## config.mk

```make
export PLATFORM = sky130hd
export DESIGN_NAME = iepm_top
export DESIGN_NICKNAME = d
export VERILOG_FILES = /design/src/iepm_pkg.sv /design/src/iepm_src_if.sv /design/src/iepm_gate.sv /design/src/iepm_top.sv
export SDC_FILE = /design/constraint.sdc
export NUM_CORES = 1
export LEC_CHECK = 0
export BUFFER_PORTS_ARGS = -buffer_cell sky130_fd_sc_hd__buf_2
export CAP_MARGIN = 10
export CORE_ASPECT_RATIO = 0.8
export CORE_MARGIN = 1.5
export CORE_UTILIZATION = 30
export DETAILED_ROUTE_END_ITERATION = 8
export PLACE_DENSITY_LB_ADDON = 0.1
export SLEW_MARGIN = 10
export SYNTH_ARGS = -nofsm -noshare
export SYNTH_HDL_FRONTEND = slang
export SYNTH_SLANG_ARGS = --single-unit
```

## constraint.sdc

```tcl
create_clock -name CLK -period 1.85 [get_ports CLK]
set_input_delay 0.0925 -clock CLK [delete_from_list [all_inputs] [get_ports CLK]]
set_output_delay 0.0925 -clock CLK [all_outputs]
set_load 0.03 [all_outputs]
```

## src/iepm_pkg.sv

```systemverilog
package iepm_pkg;
	// Register byte addresses on the APB
	localparam logic [7:0] IEPM_OFS_IE     = 8'h00; // Interrupt enable mask
	localparam logic [7:0] IEPM_OFS_PWR    = 8'h04; // Power mode control
	localparam logic [7:0] IEPM_OFS_T2CTL  = 8'h08; // Timer 2 flags and mode
	localparam logic [7:0] IEPM_OFS_STAT   = 8'h0C; // Request status
	// Interrupt enable mask field positions
	localparam int IEPM_IE_GLOBAL = 7;
	localparam int IEPM_IE_T2     = 5;
	localparam int IEPM_IE_SER    = 4;
	localparam int IEPM_IE_T1     = 3;
	localparam int IEPM_IE_X1     = 2;
	localparam int IEPM_IE_T0     = 1;
	localparam int IEPM_IE_X0     = 0;
	localparam logic [7:0] IEPM_IE_RESET   = 8'h00;
	localparam logic [7:0] IEPM_IE_IMPL    = 8'hBF; // Bit 6 not stored
	// Power control fields
	localparam int IEPM_PWR_IDLE  = 0;
	localparam int IEPM_PWR_DOWN  = 1;
	localparam int IEPM_PWR_EXTPM = 2;
	// Timer 2 control fields
	localparam int IEPM_T2_OVF    = 7;
	localparam int IEPM_T2_EXT    = 6;
	localparam int IEPM_T2_TRIGEN = 3;
	localparam int IEPM_T2_UPDN   = 1;
	localparam int IEPM_T2_CLKOUT = 0;
	localparam logic [7:0] IEPM_T2_RESET = 8'h00;
	// Machine cycle: twelve oscillator periods at the core clock
	localparam int          IEPM_MC_LEN  = 12;
	localparam logic [3:0]  IEPM_PH_ST2P2 = 4'h3;
	localparam logic [3:0]  IEPM_PH_ST5P2 = 4'h9;
	// Reset-out-of-idle window: two machine cycles
	localparam int IEPM_RST_WIN_MC = 2;
	typedef enum logic [2:0] {
		IEPM_RUN  = 3'b001,
		IEPM_IDLE = 3'b010,
		IEPM_DOWN = 3'b100
	} iepm_mode_e;
endpackage

```

## src/iepm_src_if.sv

```systemverilog
interface iepm_src_if;
	import iepm_pkg::*;
	logic [5:0] raw;     // Raw requests: x0,t0,x1,t1,ser,t2
	logic [7:0] mask;    // Interrupt enable mask
	logic [5:0] gated;   // Enabled requests
	logic       any;     // Any enabled request
	modport gate (input raw, input mask, output gated, output any);
	modport ctrl (output raw, output mask, input gated, input any);
endinterface

```

## src/iepm_gate.sv

```systemverilog
module iepm_gate
	import iepm_pkg::*;
(
	iepm_src_if.gate s
);
	// Per-source enable, then global enable over all
	wire glb = s.mask[IEPM_IE_GLOBAL];
	wire [5:0] per = {s.mask[IEPM_IE_T2], s.mask[IEPM_IE_SER],
		s.mask[IEPM_IE_T1], s.mask[IEPM_IE_X1], s.mask[IEPM_IE_T0],
		s.mask[IEPM_IE_X0]};
	assign s.gated = s.raw & per & {6{glb}};
	assign s.any   = |s.gated;
endmodule

```

## src/iepm_top.sv

```systemverilog
// Decided for this implementation: the APB slave port and the register addresses.
module iepm_top
	import iepm_pkg::*;
(
	input  wire logic        CLK,
	input  wire logic        SRST,
	input  wire logic        PSEL,
	input  wire logic        PENABLE,
	input  wire logic        PWRITE,
	input  wire logic [7:0]  PADDR,
	input  wire logic [31:0] PWDATA,
	output logic      [31:0] PRDATA,
	output logic             PREADY,
	output logic             PSLVERR,
	input  wire logic        OUTSIDE_IRQ_LINE0_N,
	input  wire logic        OUTSIDE_IRQ_LINE1_N,
	input  wire logic        TIMER0_ROLLOVER,
	input  wire logic        TIMER1_ROLLOVER,
	input  wire logic        TIMER2_ROLLOVER,
	input  wire logic        SERIAL_IRQ,
	input  wire logic        TIMER2_TRIGGER_PIN,
	input  wire logic        RESET_PIN,
	output logic      [5:0]  IRQ_REQ,
	output logic             CPU_RUN,
	output logic             OSC_RUN,
	output logic             RAM_WR_BLOCK,
	output logic             ADDR_LATCH_STROBE,
	output logic             PROGRAM_STORE_STROBE,
	output logic             PORT0_FLOAT,
	output logic             PORT2_ADDR_SEL
);
	////////////////////////////////////////////////////////////////////
	// APB decode
	wire wr_en  = PSEL & PENABLE & PWRITE;
	wire hit_ie = PADDR == IEPM_OFS_IE;
	wire hit_pw = PADDR == IEPM_OFS_PWR;
	wire hit_t2 = PADDR == IEPM_OFS_T2CTL;
	wire hit_st = PADDR == IEPM_OFS_STAT;
	wire mapped = hit_ie | hit_pw | hit_t2 | hit_st;
	// Single-cycle access phase; unmapped addresses get an error
	assign PREADY  = 1'b1;
	assign PSLVERR = PSEL & PENABLE & ~mapped;

	logic [7:0] ie_reg, ie_next;
	logic [7:0] t2_reg, t2_next;
	logic       extpm_reg;
	iepm_mode_e mode_reg, mode_next;
	logic [3:0] phase_reg;
	logic [1:0] rwin_reg;
	logic       trig_q_reg;
	logic [1:0] t01_pend_reg;
	logic [1:0] t01_hold_reg;
	logic [5:0] irq_reg;

	////////////////////////////////////////////////////////////////////
	// Machine cycle phase counter; state phases as enable pulses
	wire mc_end = phase_reg == 4'(IEPM_MC_LEN - 1);
	wire at_s2  = phase_reg == IEPM_PH_ST2P2;
	wire at_s5  = phase_reg == IEPM_PH_ST5P2;
	always_ff @(posedge CLK) begin
		if (SRST | mc_end)
			phase_reg <= 4'h0;
		else if (mode_reg != IEPM_DOWN)
			phase_reg <= phase_reg + 4'h1; // Oscillator frozen in down
	end

	////////////////////////////////////////////////////////////////////
	// Timer 0/1 flags latch at state5 phase2, shown from the next cycle
	always_ff @(posedge CLK) begin
		if (SRST) begin
			t01_pend_reg <= 2'b00;
			t01_hold_reg <= 2'b00;
		end else if (at_s5) begin
			t01_hold_reg <= {TIMER1_ROLLOVER, TIMER0_ROLLOVER};
		end else if (mc_end) begin
			t01_pend_reg <= t01_hold_reg; // Polled next cycle
		end
	end

	////////////////////////////////////////////////////////////////////
	// Timer 2 flags: set beats software clear; hardware never clears overflow, but toggles the external flag in up/down mode
	wire trig_fall = trig_q_reg & ~TIMER2_TRIGGER_PIN;
	wire t2_updn   = t2_reg[IEPM_T2_UPDN];
	wire t2_quiet  = t2_reg[IEPM_T2_CLKOUT]; // Clock-out: rollovers silent
	wire ovf_set   = TIMER2_ROLLOVER & at_s2 & ~t2_quiet;
	wire ext_set   = trig_fall & t2_reg[IEPM_T2_TRIGEN] & ~t2_updn;
	wire ext_tog   = TIMER2_ROLLOVER & at_s2 & t2_updn;
	always_comb begin
		t2_next = t2_reg;
		if (wr_en & hit_t2)
			t2_next = PWDATA[7:0];
		if (ovf_set)
			t2_next[IEPM_T2_OVF] = 1'b1;
		if (ext_set)
			t2_next[IEPM_T2_EXT] = 1'b1;
		else if (ext_tog)
			t2_next[IEPM_T2_EXT] = ~t2_reg[IEPM_T2_EXT];
	end
	always_ff @(posedge CLK) begin
		if (SRST)
			trig_q_reg <= 1'b1;
		else
			trig_q_reg <= TIMER2_TRIGGER_PIN;
	end

	////////////////////////////////////////////////////////////////////
	// Interrupt enable mask; bit 6 is never stored
	always_comb begin
		ie_next = ie_reg;
		if (wr_en & hit_ie)
			ie_next = PWDATA[7:0] & IEPM_IE_IMPL;
	end
	always_ff @(posedge CLK) begin
		if (SRST) begin
			ie_reg    <= IEPM_IE_RESET;
			t2_reg    <= IEPM_T2_RESET;
			extpm_reg <= 1'b0;
		end else begin
			ie_reg <= ie_next; // Held through idle and power-down
			t2_reg <= t2_next;
			if (wr_en & hit_pw)
				extpm_reg <= PWDATA[IEPM_PWR_EXTPM];
		end
	end

	////////////////////////////////////////////////////////////////////
	// Source gathering and gating
	// In up/down mode the external flag is a count bit, not a request
	wire t2_req = t2_reg[IEPM_T2_OVF] |
		(t2_reg[IEPM_T2_EXT] & ~t2_updn);
	iepm_src_if src ();
	assign src.raw = {t2_req, SERIAL_IRQ,
		t01_pend_reg[1], ~OUTSIDE_IRQ_LINE1_N,
		t01_pend_reg[0], ~OUTSIDE_IRQ_LINE0_N};
	assign src.mask = ie_reg;
	iepm_gate u_gate (
		.s (src)
	);
	always_ff @(posedge CLK) begin
		if (SRST)
			irq_reg <= 6'h00;
		else
			irq_reg <= src.gated;
	end
	assign IRQ_REQ = irq_reg;

	////////////////////////////////////////////////////////////////////
	// Power mode machine
	wire go_idle = wr_en & hit_pw & PWDATA[IEPM_PWR_IDLE];
	wire go_down = wr_en & hit_pw & PWDATA[IEPM_PWR_DOWN];
	always_comb begin
		mode_next = mode_reg;
		unique case (mode_reg)
			IEPM_RUN: begin
				if (go_down)
					mode_next = IEPM_DOWN;
				else if (go_idle)
					mode_next = IEPM_IDLE;
			end
			IEPM_IDLE: begin
				if (src.any)
					mode_next = IEPM_RUN;
			end
			IEPM_DOWN: mode_next = IEPM_DOWN;
			default:   mode_next = IEPM_RUN;
		endcase
	end
	// Reset pin: idle exit opens a RAM-guard window of two machine cycles
	wire idle_rst = RESET_PIN & (mode_reg == IEPM_IDLE);
	always_ff @(posedge CLK) begin
		if (SRST) begin
			mode_reg <= IEPM_RUN; // Hardware reset leaves down
			rwin_reg <= 2'b00;
		end else begin
			mode_reg <= mode_next;
			if (idle_rst) begin
				mode_reg <= IEPM_RUN;
				rwin_reg <= 2'(IEPM_RST_WIN_MC);
			end else if (mc_end && rwin_reg != 2'b00)
				rwin_reg <= rwin_reg - 2'b01;
		end
	end

	////////////////////////////////////////////////////////////////////
	// Pin states and core controls
	wire in_idle = mode_reg == IEPM_IDLE;
	wire in_down = mode_reg == IEPM_DOWN;
	assign CPU_RUN      = mode_reg == IEPM_RUN;
	assign OSC_RUN      = ~in_down;
	assign RAM_WR_BLOCK = rwin_reg != 2'b00; // Ports stay writable
	assign ADDR_LATCH_STROBE    = ~in_down;
	assign PROGRAM_STORE_STROBE = ~in_down;
	assign PORT0_FLOAT    = (in_idle | in_down) & extpm_reg;
	assign PORT2_ADDR_SEL = in_idle & extpm_reg;

	////////////////////////////////////////////////////////////////////
	// Read mux
	wire [7:0] stat = {2'b00, irq_reg};
	wire [7:0] pwr  = {5'h00, extpm_reg, in_down, in_idle};
	wire [7:0] rsel = hit_ie ? ie_reg : hit_pw ? pwr :
		hit_t2 ? t2_reg : hit_st ? stat : 8'h00;
	always_ff @(posedge CLK) begin
		if (SRST)
			PRDATA <= 32'h00000000;
		else if (PSEL & ~PENABLE & ~PWRITE)
			PRDATA <= {24'h000000, rsel};
	end

	////////////////////////////////////////////////////////////////////
	// Checks
	AST_GLOBAL_OFF: assert property (@(posedge CLK) disable iff (SRST)
		!ie_reg[IEPM_IE_GLOBAL] |=> IRQ_REQ == 6'h00)
		else $error("request passed with global enable low");
	AST_BIT6_ZERO: assert property (@(posedge CLK) disable iff (SRST)
		ie_reg[6] == 1'b0)
		else $error("reserved mask bit stored");
	AST_T2_OR: assert property (@(posedge CLK) disable iff (SRST)
		(ie_reg == 8'hA0 && t2_reg[IEPM_T2_OVF]) |=> IRQ_REQ[5])
		else $error("timer 2 overflow flag not requested");
	AST_T2_KEEP: assert property (@(posedge CLK) disable iff (SRST)
		(t2_reg[IEPM_T2_OVF] && !(wr_en && hit_t2)) |=> t2_reg[IEPM_T2_OVF])
		else $error("timer 2 flag cleared by hardware");
	AST_T2_SET: assert property (@(posedge CLK) disable iff (SRST)
		ovf_set |=> t2_reg[IEPM_T2_OVF])
		else $error("overflow flag lost against clear");
	AST_CLKOUT: assert property (@(posedge CLK) disable iff (SRST)
		(t2_quiet && !t2_reg[IEPM_T2_OVF] && !(wr_en && hit_t2))
		|=> !t2_reg[IEPM_T2_OVF])
		else $error("clock-out rollover flagged");
	AST_IDLE_EXIT: assert property (@(posedge CLK) disable iff (SRST)
		(in_idle && src.any) |=> CPU_RUN)
		else $error("idle did not end on enabled request");
	AST_DOWN_STAY: assert property (@(posedge CLK) disable iff (SRST)
		in_down |=> in_down && !OSC_RUN)
		else $error("power-down left without reset");
	AST_RAM_GUARD: assert property (@(posedge CLK) disable iff (SRST)
		idle_rst |=> RAM_WR_BLOCK && CPU_RUN)
		else $error("RAM not guarded after idle reset");
	AST_PINS_IDLE: assert property (@(posedge CLK) disable iff (SRST)
		in_idle |-> ADDR_LATCH_STROBE && PROGRAM_STORE_STROBE)
		else $error("strobes not high in idle");
	COV_IDLE: cover property (@(posedge CLK) in_idle ##1 CPU_RUN);
	COV_DOWN: cover property (@(posedge CLK) CPU_RUN ##1 in_down);
	COV_T2:   cover property (@(posedge CLK) IRQ_REQ[5]);
endmodule

```

==> key figures <==
Floorplanning
  – Die X: between 90 and 100 um
  – # rows: 27
  – Starting Density: 0.315
  – IO Pins: 100
  – Core region area: between 0.007 and 0.008 sq mm
  – Die height: 79.8 um
  – Die ar.: 0.00791 sq mm

Detailed routing
  – Post-DR vias/cell: about 4.4
  – Wire length on met3: approximately 240 um
  – Post-route ant nets: 0
  – Number of remaining DRC errors: 0
  – WL per Instance: 13.2 um
  – 1st-iter DRT viols: ~60
  – DR pass1 iterations: 4
  – Met1 Wirelength: 2670 um
  – Total Wirelength: 5070 um
  – Vias post-DR: between 1500 and 2000
  – Top sig layer: met4
  – Met2 Routed Length: 2110 um

Worst setup path
  – WP data arrival: around 1900 ps
  – Origin of the worst setup path: phase_reg[1]
  – Worst r2r src: phase_reg[1]
  – WP buf/inv: 0
  – Critical Path, Cell by Cell: ha_1, nor4bb_1, nand2_1, or2_2, a41oi_2
  – Critical path's largest stage delay: 450 ps
  – CP Capture Type: register
  – Worst Path Required: between 2000 and 2500 ps
  – Largest delay contributor family on the critical path: simple AND/OR/NAND/NOR gates
  – R2R Setup Slk: roughly 130 ps
  – Worst setup path category: register to register
  – Worst Path Max Fanout: 4
  – Worst-path cell with the longest stage delay: nor4bb_1
  – CP startpoint kind: register

Global route
  – First-pass GRT wire length: 8110 um
  – Initial antenna violation count: 0
  – Remaining Overflow, GRT: 0
  – Vias in the first global route: around 1600
  – Largest net degree at the start of global routing: 36
  – All-Layer GR Usage: 0.133

STA
  – Max-slew headroom: 0.566
  – RSZ-0062 raised after global routing: false
  – Fmax: ~580 MHz
  – Final Hold Vio Count: 0
  – Fin Setup TNS: 0 ps
  – Fin. max-slew vios: 0
  – Final worst-path cycle share: 0.931
  – Hold Slack: approximately 31 ps
  – Final setup viols: 0
  – Fin Clk Skew: 9.35 ps
  – Min cycle time layout: roughly 1700 ps
  – Worst-Margin Slew: 652 ps

Clock network
  – Inserted Clock Buffers: 5
  – Clk root buf: clkbuf_8
  – CTS sink cnt: 44
  – Clk pin slew, worst setup/hold paths: around 80 ps
  – Clock buffer depth: 2
  – Setup bufs post-CTS: 0
  – Worst skew pair latency: around 300 ps
  – CTS tree: built
  – # H-tree levels: 2

Synthesis
  – Most area-hungry cell type in the Yosys netlist: dfxtp_1
  – Top_reg_cell synth: dfxtp_1
  – Synthesized area per cell: between 9 and 10 sq um
  – Register area share after synthesis: 0.398
  – Synth unique cells: between 40 and 50
  – Yosys reg bits: between 40 and 50
  – Number of flops mapped to enable cells by yosys: 0
  – Share of the synthesized area in the top cell type: 0.398
  – Mapped Cells: about 250
  – Mapped Area: 0.00221 sq mm
  – Synth Warn #: 0
  – Top post-synthesis cells by area: dfxtp_1, buf_4, mux2i_1
  – Asr flop ratio synth: 0

Finish
  – Fraction of layout cells with a size suffix above 1: 0.257
  – Cell Count, Final, Fillers Out: roughly 380
  – Syn-to-layout area delta: 15.4%
  – Fin nets: roughly 350
  – Fin util: 0.363
  – Ant. Diodes: 0

Power
  – Pint: about 1300 uW
  – Switching part of the total: 0.275
  – Power share of the clock group: 0.351
  – Power per cell area: between 700 and 800 mW/mm^2
  – Combinational share of power: 0.116
  – Leak Pwr: approximately 0.0011 uW
  – Sw Pwr: 499 uW
  – Sequential share of power: 0.533
  – Peak VDD IR: 0.275 mV

Place
  – Port Buffer Count: 50
  – Post-DP HPWL: approximately 3900 um
  – Placed cells: ~370
  – RD Place Congestion: 0.745

Min path
  – Hold Crit Class: input pin to register
  – Hold path start: TIMER1_ROLLOVER

Status
  – Status: completed

Job
  – Maxcap violations: 0
[synthesized netlist by cell type, types with 2 or more instances]
library cell,instances
a21oi_1,14
conb_1,2
mux4_2,3
buf_2,3
nor3b_2,3
a211oi_1,2
o21ai_0,7
buf_4,27
nand3_1,11
o21a_1,2
nand2_1,20
and2_1,2
clkbuf_1,5
xor2_1,2
or2_2,2
xnor2_1,2
mux2i_1,20
nand3b_1,4
nor2_1,32
dfxtp_1,44
ha_1,3
and2_2,2
inv_1,6
nand4_1,4
nand2b_1,6
[routing by layer]
metal  GRT usage  up-vias
li1            -      889
met1       0.198      764
met2       0.190       46
met3      0.0333        5
met4      0.0343        0
met5           0        -
[power by group through the flow]
stage | Combinational [uW] | Sequential, uW | Clock, uW
2_1_floorplan | 188 | 990 | 0
3_3_place_gp | 210 | 991 | 0
3_5_place_dp | 210 | 991 | 0
4_1_cts | 214 | 969 | 656
5_1_grt | 232 | 971 | 699
6_report | 211 | 968 | 637
[layout by cell type (no fill, tap or decap), types with 3 or more instances in the layout]
cell type  count
mux4_2         3
nand3b_1       4
nand4_1        4
nand2_1       20
mux2i_1       20
buf_4          4
inv_1          6
dfxtp_1       44
nor2_1        32
nor3b_2        3
ha_1           3
clkbuf_8       6
a21oi_1       14
conb_1        25
nand2b_1       6
buf_2         50
nand3_1       11
o21ai_0        7
[per-stage QoR]
stage / instance area, sq um / power, uW / worst slack, ps
finish: 2550 / 1820 / 128
global placement: 2440 / 1200 / 181
global route: 2550 / 1900 / 40.1
detailed placement: 2440 / 1200 / 142
floorplan: 2300 / 1180 / 348
CTS: 2550 / 1840 / 105
[cell type report]
cell class | count | area (sq um)
Fill cell | 773 | 4470
Multi-Input combinational cell | 182 | 1150
Sequential cell | 44 | 881
Timing Repair Buffer | 56 | 300
Tap cell | 87 | 109
Clock buffer | 6 | 82.6
Inverter | 6 | 22.5
Clock inverter | 2 | 10.0
[tightest hold or removal path: stages]
cell	delay (ps)
buf_2	70
mux2i_1	50
nor2_1	70
[final timing paths]
path | depth (start not counted) | endpoint
worst max-delay path | 5 | t2_reg[6]
worst min-delay path | 3 | t01_hold_reg[1]
worst max register to register | 5 | t2_reg[6]
worst min register to register | 2 | PRDATA[5]
[cells by family after synthesis]
family                   synth area share
AND/OR/NAND/NOR                     0.236
buffers and inverters               0.122
flip-flops                          0.398
XOR/XNOR                           0.0158
other                             0.00339
adder cells (fa/ha/maj)            0.0170
AO/OA/AOI/OAI                      0.0871
multiplexers                        0.121
[repair_timing]
| item | CTS | global route |
|---|---|---|
| hold buffers | 2 | 0 |
| endpoints found under the hold margin | 2 | 0 |
| resized for setup | 0 | 0 |
Power figures use the tool's default switching activity.
